[src/hw/ssld_regs.svh]
// constants for the shift-store led sink driver: counts, taps, reset values
// assumes it is included by bare name from files under hw/
// How it works
// - eight stages advance on shift clock rise
// - serial bit enters first, others move up
// - latches follow stages while strobe high
// - enable high shows latches on sinks
// - enable low floats all eight sinks
// - stored one pulls low, zero floats
// - rise cascade takes stage six on rise
// - fall cascade takes stage seven on fall
`ifndef SSLD_REGS_SVH
`define SSLD_REGS_SVH

// ------------------------------------------------------------
// structure
// ------------------------------------------------------------
`define SSLD_STAGES 8
`define SSLD_FIFO_DEPTH 16
`define SSLD_RISE_TAP 6
`define SSLD_FALL_TAP 7

// ------------------------------------------------------------
// pin vector positions and reset values
// ------------------------------------------------------------
`define SSLD_PIN_CLK 0
`define SSLD_PIN_DATA 1
`define SSLD_PIN_STB 2
`define SSLD_PIN_OE 3
`define SSLD_PINS 4
`define SSLD_RST_BIT 1'b0
`define SSLD_RST_BYTE 8'h00
`define SSLD_RST_PINS 4'h0

`endif

[src/hw/ssld_pkg.sv]
// types shared by the shift-store led sink driver files
// assumes ssld_regs.svh is on the include path
`include "ssld_regs.svh"
package ssld_pkg;
  // ------------------------------------------------------------
  // one shift clock edge, queued between sampler and core
  // ------------------------------------------------------------
  typedef struct packed {
    logic is_rise;
    logic data;
  } ssld_event_t;

  // ------------------------------------------------------------
  // all state of the core
  // ------------------------------------------------------------
  typedef struct packed {
    logic [`SSLD_PINS-1:0] pin_s1;
    logic [`SSLD_PINS-1:0] pin_s2;
    logic clk_s3;
    logic [`SSLD_STAGES-1:0] stages;
    logic [`SSLD_STAGES-1:0] latches;
    logic casc_rise;
    logic casc_fall;
    logic [`SSLD_STAGES-1:0] sink_oe;
  } ssld_state_t;
endpackage : ssld_pkg

[src/hw/ssld_core.sv]
// shift-store led sink driver: pin sampler, edge queue, shift stages,
// latches, open-drain sinks and two cascade outputs
// assumes all pins are asynchronous to clk and the shift clock is much
// slower than clk; sink pins are resolved outside from the enables
// limits: pin pulses under about three clk periods may be lost, and an
// edge that meets a full queue is dropped, so hold queue_stall briefly
// the edge queue decouples sampling from shifting, so short stalls lose nothing
// trade-off: every pin is retimed, so sinks trail the pins by a few clk
`timescale 1ns/10ps
`include "ssld_regs.svh"
module ssld_core #(
  // stage count and edge queue depth
  parameter int STAGES = `SSLD_STAGES,
  parameter int DEPTH = `SSLD_FIFO_DEPTH
) (
  input wire logic clk,
  input wire logic sys_rst,
  input wire logic ce,
  // controller pins, all asynchronous
  input wire logic shift_clock,
  input wire logic serial_in,
  input wire logic latch_transfer,
  input wire logic output_enable,
  // back-pressure on the edge queue
  input wire logic queue_stall,
  output logic edge_room,
  // sinks and cascades toward the leds and the next device
  output logic [STAGES-1:0] led_sink_outputs_o,
  output logic [STAGES-1:0] led_sink_outputs_oe,
  output logic cascade_out_rise,
  output logic cascade_out_fall
);
  // registered state and its next value
  ssld_pkg::ssld_state_t st_r;
  ssld_pkg::ssld_state_t st_nxt;
  // queue traffic
  ssld_pkg::ssld_event_t push_ev;
  ssld_pkg::ssld_event_t pop_ev;
  logic push_valid;
  logic pop_valid;
  logic pop_take;
  // decoded pin levels and edges
  logic rise_seen;
  logic fall_seen;
  logic stb_lvl;
  logic oe_lvl;

  // ------------------------------------------------------------
  // helpers for the next-state logic
  // ------------------------------------------------------------
  // one shift: new bit at stage 0, every other stage takes its lower
  function automatic logic [STAGES-1:0] shift_in(
    input logic [STAGES-1:0] cur,
    input logic bit_in
  );
    return {cur[STAGES-2:0], bit_in};
  endfunction : shift_in

  // open-drain enables: a stored one sinks, nothing while disabled
  function automatic logic [STAGES-1:0] sink_enables(
    input logic [STAGES-1:0] lat,
    input logic en
  );
    return en ? lat : {STAGES{1'b0}};
  endfunction : sink_enables

  // ------------------------------------------------------------
  // edge detection on the synchronised shift clock
  // ------------------------------------------------------------
  // data is synchronised alongside the clock, so it is the level
  // present when the edge is seen; it must be steady around the edge
  // a rise and a fall are never seen together: s2 differs from s3 one way
  assign rise_seen = st_r.pin_s2[`SSLD_PIN_CLK] & ~st_r.clk_s3;
  assign fall_seen = ~st_r.pin_s2[`SSLD_PIN_CLK] & st_r.clk_s3;
  assign push_valid = rise_seen | fall_seen;
  assign push_ev.is_rise = rise_seen;
  assign push_ev.data = st_r.pin_s2[`SSLD_PIN_DATA];
  assign stb_lvl = st_r.pin_s2[`SSLD_PIN_STB];
  assign oe_lvl = st_r.pin_s2[`SSLD_PIN_OE];
  assign pop_take = pop_valid & ~queue_stall;

  // edges queue up so a stalled core loses none until the queue fills
  // width two: edge direction and the data level seen with it
  ssld_fifo #(
    .WIDTH(2),
    .DEPTH(DEPTH)
  ) u_queue (
    .clk(clk),
    .sys_rst(sys_rst),
    .ce(ce),
    .in_valid(push_valid),
    .in_ready(edge_room),
    .in_data(push_ev),
    .out_valid(pop_valid),
    .out_ready(~queue_stall),
    .out_data(pop_ev)
  );

  // ------------------------------------------------------------
  // next state
  // ------------------------------------------------------------
  // latency with an empty queue: a pin edge reaches s1, s2, the queue
  // and the stages on four clk edges; latches and sinks add one each.
  // the third clock flop only serves edge detection, never data.
  always_comb begin
    st_nxt = st_r;
    // two-flop sampler for all four pins, then the edge flop
    st_nxt.pin_s1 = {output_enable, latch_transfer, serial_in, shift_clock};
    st_nxt.pin_s2 = st_r.pin_s1;
    st_nxt.clk_s3 = st_r.pin_s2[`SSLD_PIN_CLK];
    // a queued rising edge shifts and updates the rise cascade
    if (pop_take && pop_ev.is_rise) begin
      st_nxt.stages = shift_in(st_r.stages, pop_ev.data);
      st_nxt.casc_rise = st_r.stages[`SSLD_RISE_TAP];
    end
    // a queued falling edge only moves the fall cascade
    if (pop_take && !pop_ev.is_rise) begin
      st_nxt.casc_fall = st_r.stages[`SSLD_FALL_TAP];
    end
    // transparent while strobe high, one cycle behind the stages
    // strobe is a sampled level: a pulse under about two clk periods
    // may be missed entirely
    if (stb_lvl) begin
      st_nxt.latches = st_r.stages;
    end
    // a stored one sinks current; everything floats while disabled
    // registered so the pins never glitch when latches and enable
    // change in the same cycle
    st_nxt.sink_oe = sink_enables(st_r.latches, oe_lvl);
  end

  // reset only gives simulation a known start; logically the part has
  // no reset and holds its pattern while the shift clock is idle
  // ce low freezes the sampler too, so pin edges in that time are seen once ce returns; pulses are missed
  always_ff @(posedge clk or posedge sys_rst) begin
    if (sys_rst) begin
      st_r <= '0;
    end else if (ce) begin
      st_r <= st_nxt;
    end
  end

  // ------------------------------------------------------------
  // outputs: sinks only ever pull low
  // ------------------------------------------------------------
  // tied low: only the enables move, so no sink can ever drive high
  assign led_sink_outputs_o = '0;
  assign led_sink_outputs_oe = st_r.sink_oe;
  assign cascade_out_rise = st_r.casc_rise;
  assign cascade_out_fall = st_r.casc_fall;
endmodule : ssld_core

[src/hw/ssld_fifo.sv]
// small synchronous fifo with valid/ready on both sides
// assumes one clock, async high reset, clock enable freezing all state
`timescale 1ns/10ps
`include "ssld_regs.svh"
module ssld_fifo #(
  parameter int WIDTH = 2,
  parameter int DEPTH = `SSLD_FIFO_DEPTH
) (
  input wire logic clk,
  input wire logic sys_rst,
  input wire logic ce,
  input wire logic in_valid,
  output logic in_ready,
  input wire logic [WIDTH-1:0] in_data,
  output logic out_valid,
  input wire logic out_ready,
  output logic [WIDTH-1:0] out_data
);
  localparam int AW = $clog2(DEPTH);

  typedef struct packed {
    logic [DEPTH-1:0][WIDTH-1:0] mem;
    logic [AW:0] wr;
    logic [AW:0] rd;
  } ssld_fifo_state_t;

  ssld_fifo_state_t st_r;
  ssld_fifo_state_t st_nxt;
  logic full;
  logic empty;

  // ------------------------------------------------------------
  // flags: pointers carry one extra wrap bit
  // ------------------------------------------------------------
  assign empty = (st_r.wr == st_r.rd);
  assign full = (st_r.wr[AW-1:0] == st_r.rd[AW-1:0]) && (st_r.wr[AW] != st_r.rd[AW]);
  assign in_ready = ~full;
  assign out_valid = ~empty;
  assign out_data = st_r.mem[st_r.rd[AW-1:0]];

  // next state: push and pop may share a cycle
  always_comb begin
    st_nxt = st_r;
    if (in_valid && !full) begin
      st_nxt.mem[st_r.wr[AW-1:0]] = in_data;
      st_nxt.wr = st_r.wr + 1'b1;
    end
    if (out_ready && !empty) begin
      st_nxt.rd = st_r.rd + 1'b1;
    end
  end

  // storage is cleared too, so reads after reset are defined
  always_ff @(posedge clk or posedge sys_rst) begin
    if (sys_rst) begin
      st_r <= '0;
    end else if (ce) begin
      st_r <= st_nxt;
    end
  end
endmodule : ssld_fifo

[config.mk]
export PLATFORM = sky130hd
export DESIGN_NAME = ssld_core
export DESIGN_NICKNAME = d
export VERILOG_FILES = /design/src/hw/ssld_pkg.sv /design/src/hw/ssld_core.sv /design/src/hw/ssld_fifo.sv
export VERILOG_INCLUDE_DIRS = /design/src /design/src/hw
export SDC_FILE = /design/constraint.sdc
export NUM_CORES = 1
export LEC_CHECK = 0
export ABC_AREA = 1
export BUFFER_PORTS_ARGS = -buffer_cell sky130_fd_sc_hd__buf_4
export CAP_MARGIN = 0
export CORE_MARGIN = 4
export CORE_UTILIZATION = 65
export CTS_CLUSTER_SIZE = 12
export DETAILED_ROUTE_END_ITERATION = 8
export HOLD_SLACK_MARGIN = 0.06
export PLACE_DENSITY = 0.84
export SLEW_MARGIN = 0
export SYNTH_ARGS = -nofsm -noshare
export SYNTH_HDL_FRONTEND = slang
export SYNTH_SLANG_ARGS = --single-unit
[constraint.sdc]
create_clock -name clk -period 4.8 [get_ports clk]
set_input_delay 0.96 -clock clk [delete_from_list [all_inputs] [get_ports clk]]
set_output_delay 0.96 -clock clk [all_outputs]
set_load 0.02 [all_outputs]
# Yosys cells after proc, flatten, opt, wreduce, memory -nomap -nowiden
# Index checks and enable logic that the tools add are counted.
[op_classes]
n_lt_le_gt_ge = 3
mux = 6
eq_ne = 3
reduce_logical = 14
n_addsub = 2
bitwise = 9
[op_table]
columns = ["cell", "n"]
rows = [
  ["$bwmux W32", 1],
  ["$add A5 B1 Y5 const B", 2],
  ["$lt A4 B5 Y1 const B", 2],
  ["$reduce_and A2 Y1", 5],
  ["$bmux W2 S4", 1],
  ["$demux W2 S4", 1],
  ["$mux W8", 1],
  ["$logic_and A1 B1 Y1", 6],
  ["$eq A5 B5 Y1", 1],
  ["$not A1 Y1", 5],
  ["$eq A4 B4 Y1", 1],
  ["$ge A4 B1 Y1 const B", 1],
  ["$mux W2", 2],
  ["$and A1 B1 Y1", 3],
  ["$logic_not A1 Y1", 3],
  ["$ne A1 B1 Y1", 1],
  ["$or A1 B1 Y1", 1],
]
[totals]
elab_cells = 63
reg_bits = 77
input_bits = 8
output_inout_bits = 19

# Depth between registers and ports, before layout
[depth]
word_depth = 5
ltp_mapped = 12
mapped_depth_nobuf = 11

# By module
# A second synthesis with hierarchy kept.
[unflattened]
cells_unflattened = 507
area_unflattened_um2 = 3960.0
[by_module_without_submodules]
columns = ["module", "seq_area_each_um2", "cells_each", "area_per_inst_um2", "n_inst"]
rows = [
  ["ssld_fifo", 1051.0, 337, 2446.1, 1],
  ["ssld_core", 850.8, 170, 1514.0, 1],
]

# Least setup slack after synthesis
# Ideal clock, no wire load.
[synth_timing]
path_type = "flip-flop to output port"
from = "register u_queue.st_r[1] in the netlist's numbering"
to = "output edge_room"
slack_ps = 2903
path_stages_with_launch = 6
arrival_time_ps = 937
path_buffers = 1
t_required_ps = 3840
cell_sequence = "dfrtp_1 > buf_4 > nand2_1 > nand2_1 > nor2_2 > nand3b_2"
[synth_via]
elab_chain_cells = 3
[synth_rtl]
columns = ["element", "line", "text"]
rows = [
  ["from (decl)", "ssld_fifo.sv:27", "ssld_fifo_state_t st_r;"],
  ["from (signal assigned)", "ssld_fifo.sv:58", "st_r <= st_nxt;"],
  ["$eq A4 B4 Y1", "ssld_fifo.sv:36", "assign full = (st_r.wr[AW-1:0] == st_r.rd[AW-1:0]) && (st_r.wr[AW] != st_r.rd[AW]);"],
  ["$logic_and A1 B1 Y1", "ssld_fifo.sv:36", ""],
  ["$not A1 Y1", "ssld_fifo.sv:37", "assign in_ready = ~full;"],
  ["to (decl)", "ssld_core.sv:26", "output logic edge_room,"],
]
# No other way between the ends.

# Final worst setup path
[layout_timing]
from = "register u_queue.st_r[0] in the netlist's numbering"
to = "output edge_room"
# The elaborated chain is that of the path after synthesis.

==> results.toml <==
[layout]
final_nets = 488
final_cell_mix = "nand2_1, dfrtp_1, inv_1"
area_growth_pct = 7.24
layout-drive-gt1-share_pct = 14.8
diodes = 0
final_common_cell = "nand2_1"
final_area_mm2 = 0.00417

[floorplan]
fp.dieArea_mm2 = 0.00729
die_w_um = 85.4
core_mm2 = 0.00564
rows = 27
die_h_um = 85.4
io_pins = 27
initial_utilization_pct = 69.0

[job]
drv_cap = 0

[place]
dp.final_hpwl_um = 5420
place_ws_ns = 2.16
placed_cell_area_mm2 = 0.00393
numPortBuffers = 18
gp_congestion = 0.910

[min_path]
hp-class = "reg -> reg"
whs_path_depth = 2

[pwr]
combPwrFrac_pct = 33.5
switchingPower_uw = 978
power_density_mw_per_mm2 = 586
internal-power_mw = 1.47
p_sw_share_pct = 40.0
clockPowerShare_pct = 24.2
power_frac_seq_pct = 42.2
peakVddDrop_mv = 0.409
leakagePower_nw = 2.31

[logic_synthesis]
synth_seq_cells = 76
ys_types = 26
synthTopCellsByArea = "dfrtp_1, nand2_1, nand3_1"
yosysWarningCount = 0
mappedNetlistArea_mm2 = 0.00389
ys_seq_area_share_pct = 48.9
synth_top_cell_by_area = "dfrtp_1"
syn_area_per_cell_um2 = 8.33
postSynthCellCount = 467
synth_top_area_share_pct = 48.9

[timing]
final-hold-violation-count = 0
finalCriticalPeriod_ns = 2.94
holdWs_ns = 0.489
fin_ws_ns = 1.86
fin_skew_ns = 0.00931
fin_crit_sh_pct = 61.2
fmax_ghz = 0.340
tightestPinTransition_ns = 1.05
setup_tns_ns = 0
setup_viol = 0
relSlewSlack_pct = 29.9
rsz0062_at_grt = "no"
final_max_slew_viol_count = 0

[route]
drt_iter0_markers = 316
wl_um = 7930
drc = 0
wire_per_inst_um = 14.4
avgViaCountPerCell = 5.44
dr.pass1.iters = 6
vias = 2996
drtAntennaViolNets = 0

[clocking]
ctsResizeCount = 0
post_cts_buffers = 0
insertion_delay_ns = 0.35
clock_path_buffers = 2
root_buffer = "clkbuf_8"
htreeDepth = 3
path_clk_slew_ns = 0.08
clkSinkCount = 76
cts_hold_buf = 0
tritoncts = "done"
cts_made_buffers = 9

[grt]
grt_pass1_wl_um = 13700
antenna_found_initial = 0
grt_pass1_vias = 2854
grt_max_degree = 54
grt_overflow = 0
grt_usage_pct = 24.1

[critical_path]
r2r_cells = 10
cp_max_fo = 20
required_ns = 3.84
start_kind = "register"
end_kind = "output pin"
crit_type = "reg -> out"
arrival_ns = 1.98

[outcome]
status = "complete, no violations"
## cell type report
cell class | count | area [µm²]
flip-flops and latches | 76 | 1900
multi-input cells | 314 | 1580
fillers | 398 | 1470
inverters | 54 | 208
repair buffers | 19 | 143
clock buffers | 9 | 124
clock inverters | 7 | 123
well taps | 72 | 90.1
## registers in the layout (all words and copies together), names as in the netlist
| register | cells |
|---|---|
| u_queue.st_r | 42 |
| st_r | 18 |
| led_sink_outputs_oe | 8 |
| st_nxt | 5 |
| cascade_out_fall | 1 |
| oe_lvl | 1 |
| push_ev | 1 |
## logic make-up after synthesis
kind of cell	count (synthesis)	share of synthesized area (%)
flip-flops	76	48.9
adder cells (fa/ha/maj)	6	1.93
XOR/XNOR	6	1.35
buffers and inverters	84	11.1
AO/OA/AOI/OAI	45	5.79
multiplexers	8	2.32
other	1	0.0964
AND/OR/NAND/NOR	241	28.5
## synthesized netlist by cell type
cell type,count
nand2_1,154
dfrtp_1,76
inv_1,50
nand3_1,41
o21ai_0,32
nor2_1,21
buf_4,19
nand2_4,17
o21ai_1,13
mux2_2,8
ha_1,6
clkbuf_1,5
xor2_1,5
buf_6,3
nand2_2,3
inv_2,2
inv_4,2
nor2_2,2
buf_1,1
buf_12,1
buf_2,1
conb_1,1
nand3b_1,1
nand3b_2,1
nand4_1,1
xnor2_1,1
## worst paths after layout
check / startpoint / endpoint / slack [ns]
hold / removal: u_queue.st_r[15] / u_queue.st_r[15] / 0.49
setup / recovery: u_queue.st_r[0] / edge_room / 1.86
max in group asynchronous: sys_rst / u_queue.st_r[29] / 3.05
hold reg to reg: u_queue.st_r[15] / u_queue.st_r[15] / 0.49
setup reg to reg: u_queue.st_r[0] / st_r[22] / 2.55
min in group asynchronous: sys_rst / st_r[18] / 0.87
## worst max-delay path, cell delays in order (launching register included)
cell,delay [ns]
dfrtp_1,0.81
inv_4,0.22
nand2_2,0.09
nand2_1,0.06
nor2_2,0.14
nand3b_2,0.13
buf_4,0.18
## stage by stage
stage / power (mW) / std cells / util (%)
after CTS: 2.45 / 551 / 73.9
after detailed placement: 1.84 / 535 / 69.6
after global routing: 2.63 / 551 / 73.9
final: 2.45 / 551 / 73.9
after global placement: 1.80 / 535 / 69.6
after floorplan: 1.68 / 474 / -
## power by group through the flow
stage,combinational [mW],clock [mW],sequential [mW]
after CTS,0.819,0.603,1.03
after global routing,0.940,0.635,1.06
final,0.820,0.593,1.03
after global placement,0.774,0,1.03
after floorplan,0.732,0,0.945
after detailed placement,0.811,0,1.03
## metal layers
layer  part of all wire, %  GRT usage [%]
met5                     0              0
met4                   2.6           10.5
met3                   7.7           6.21
met2                    47           35.8
met1                    43           33.5
No activity file was read; power rests on OpenSTA's default activity.
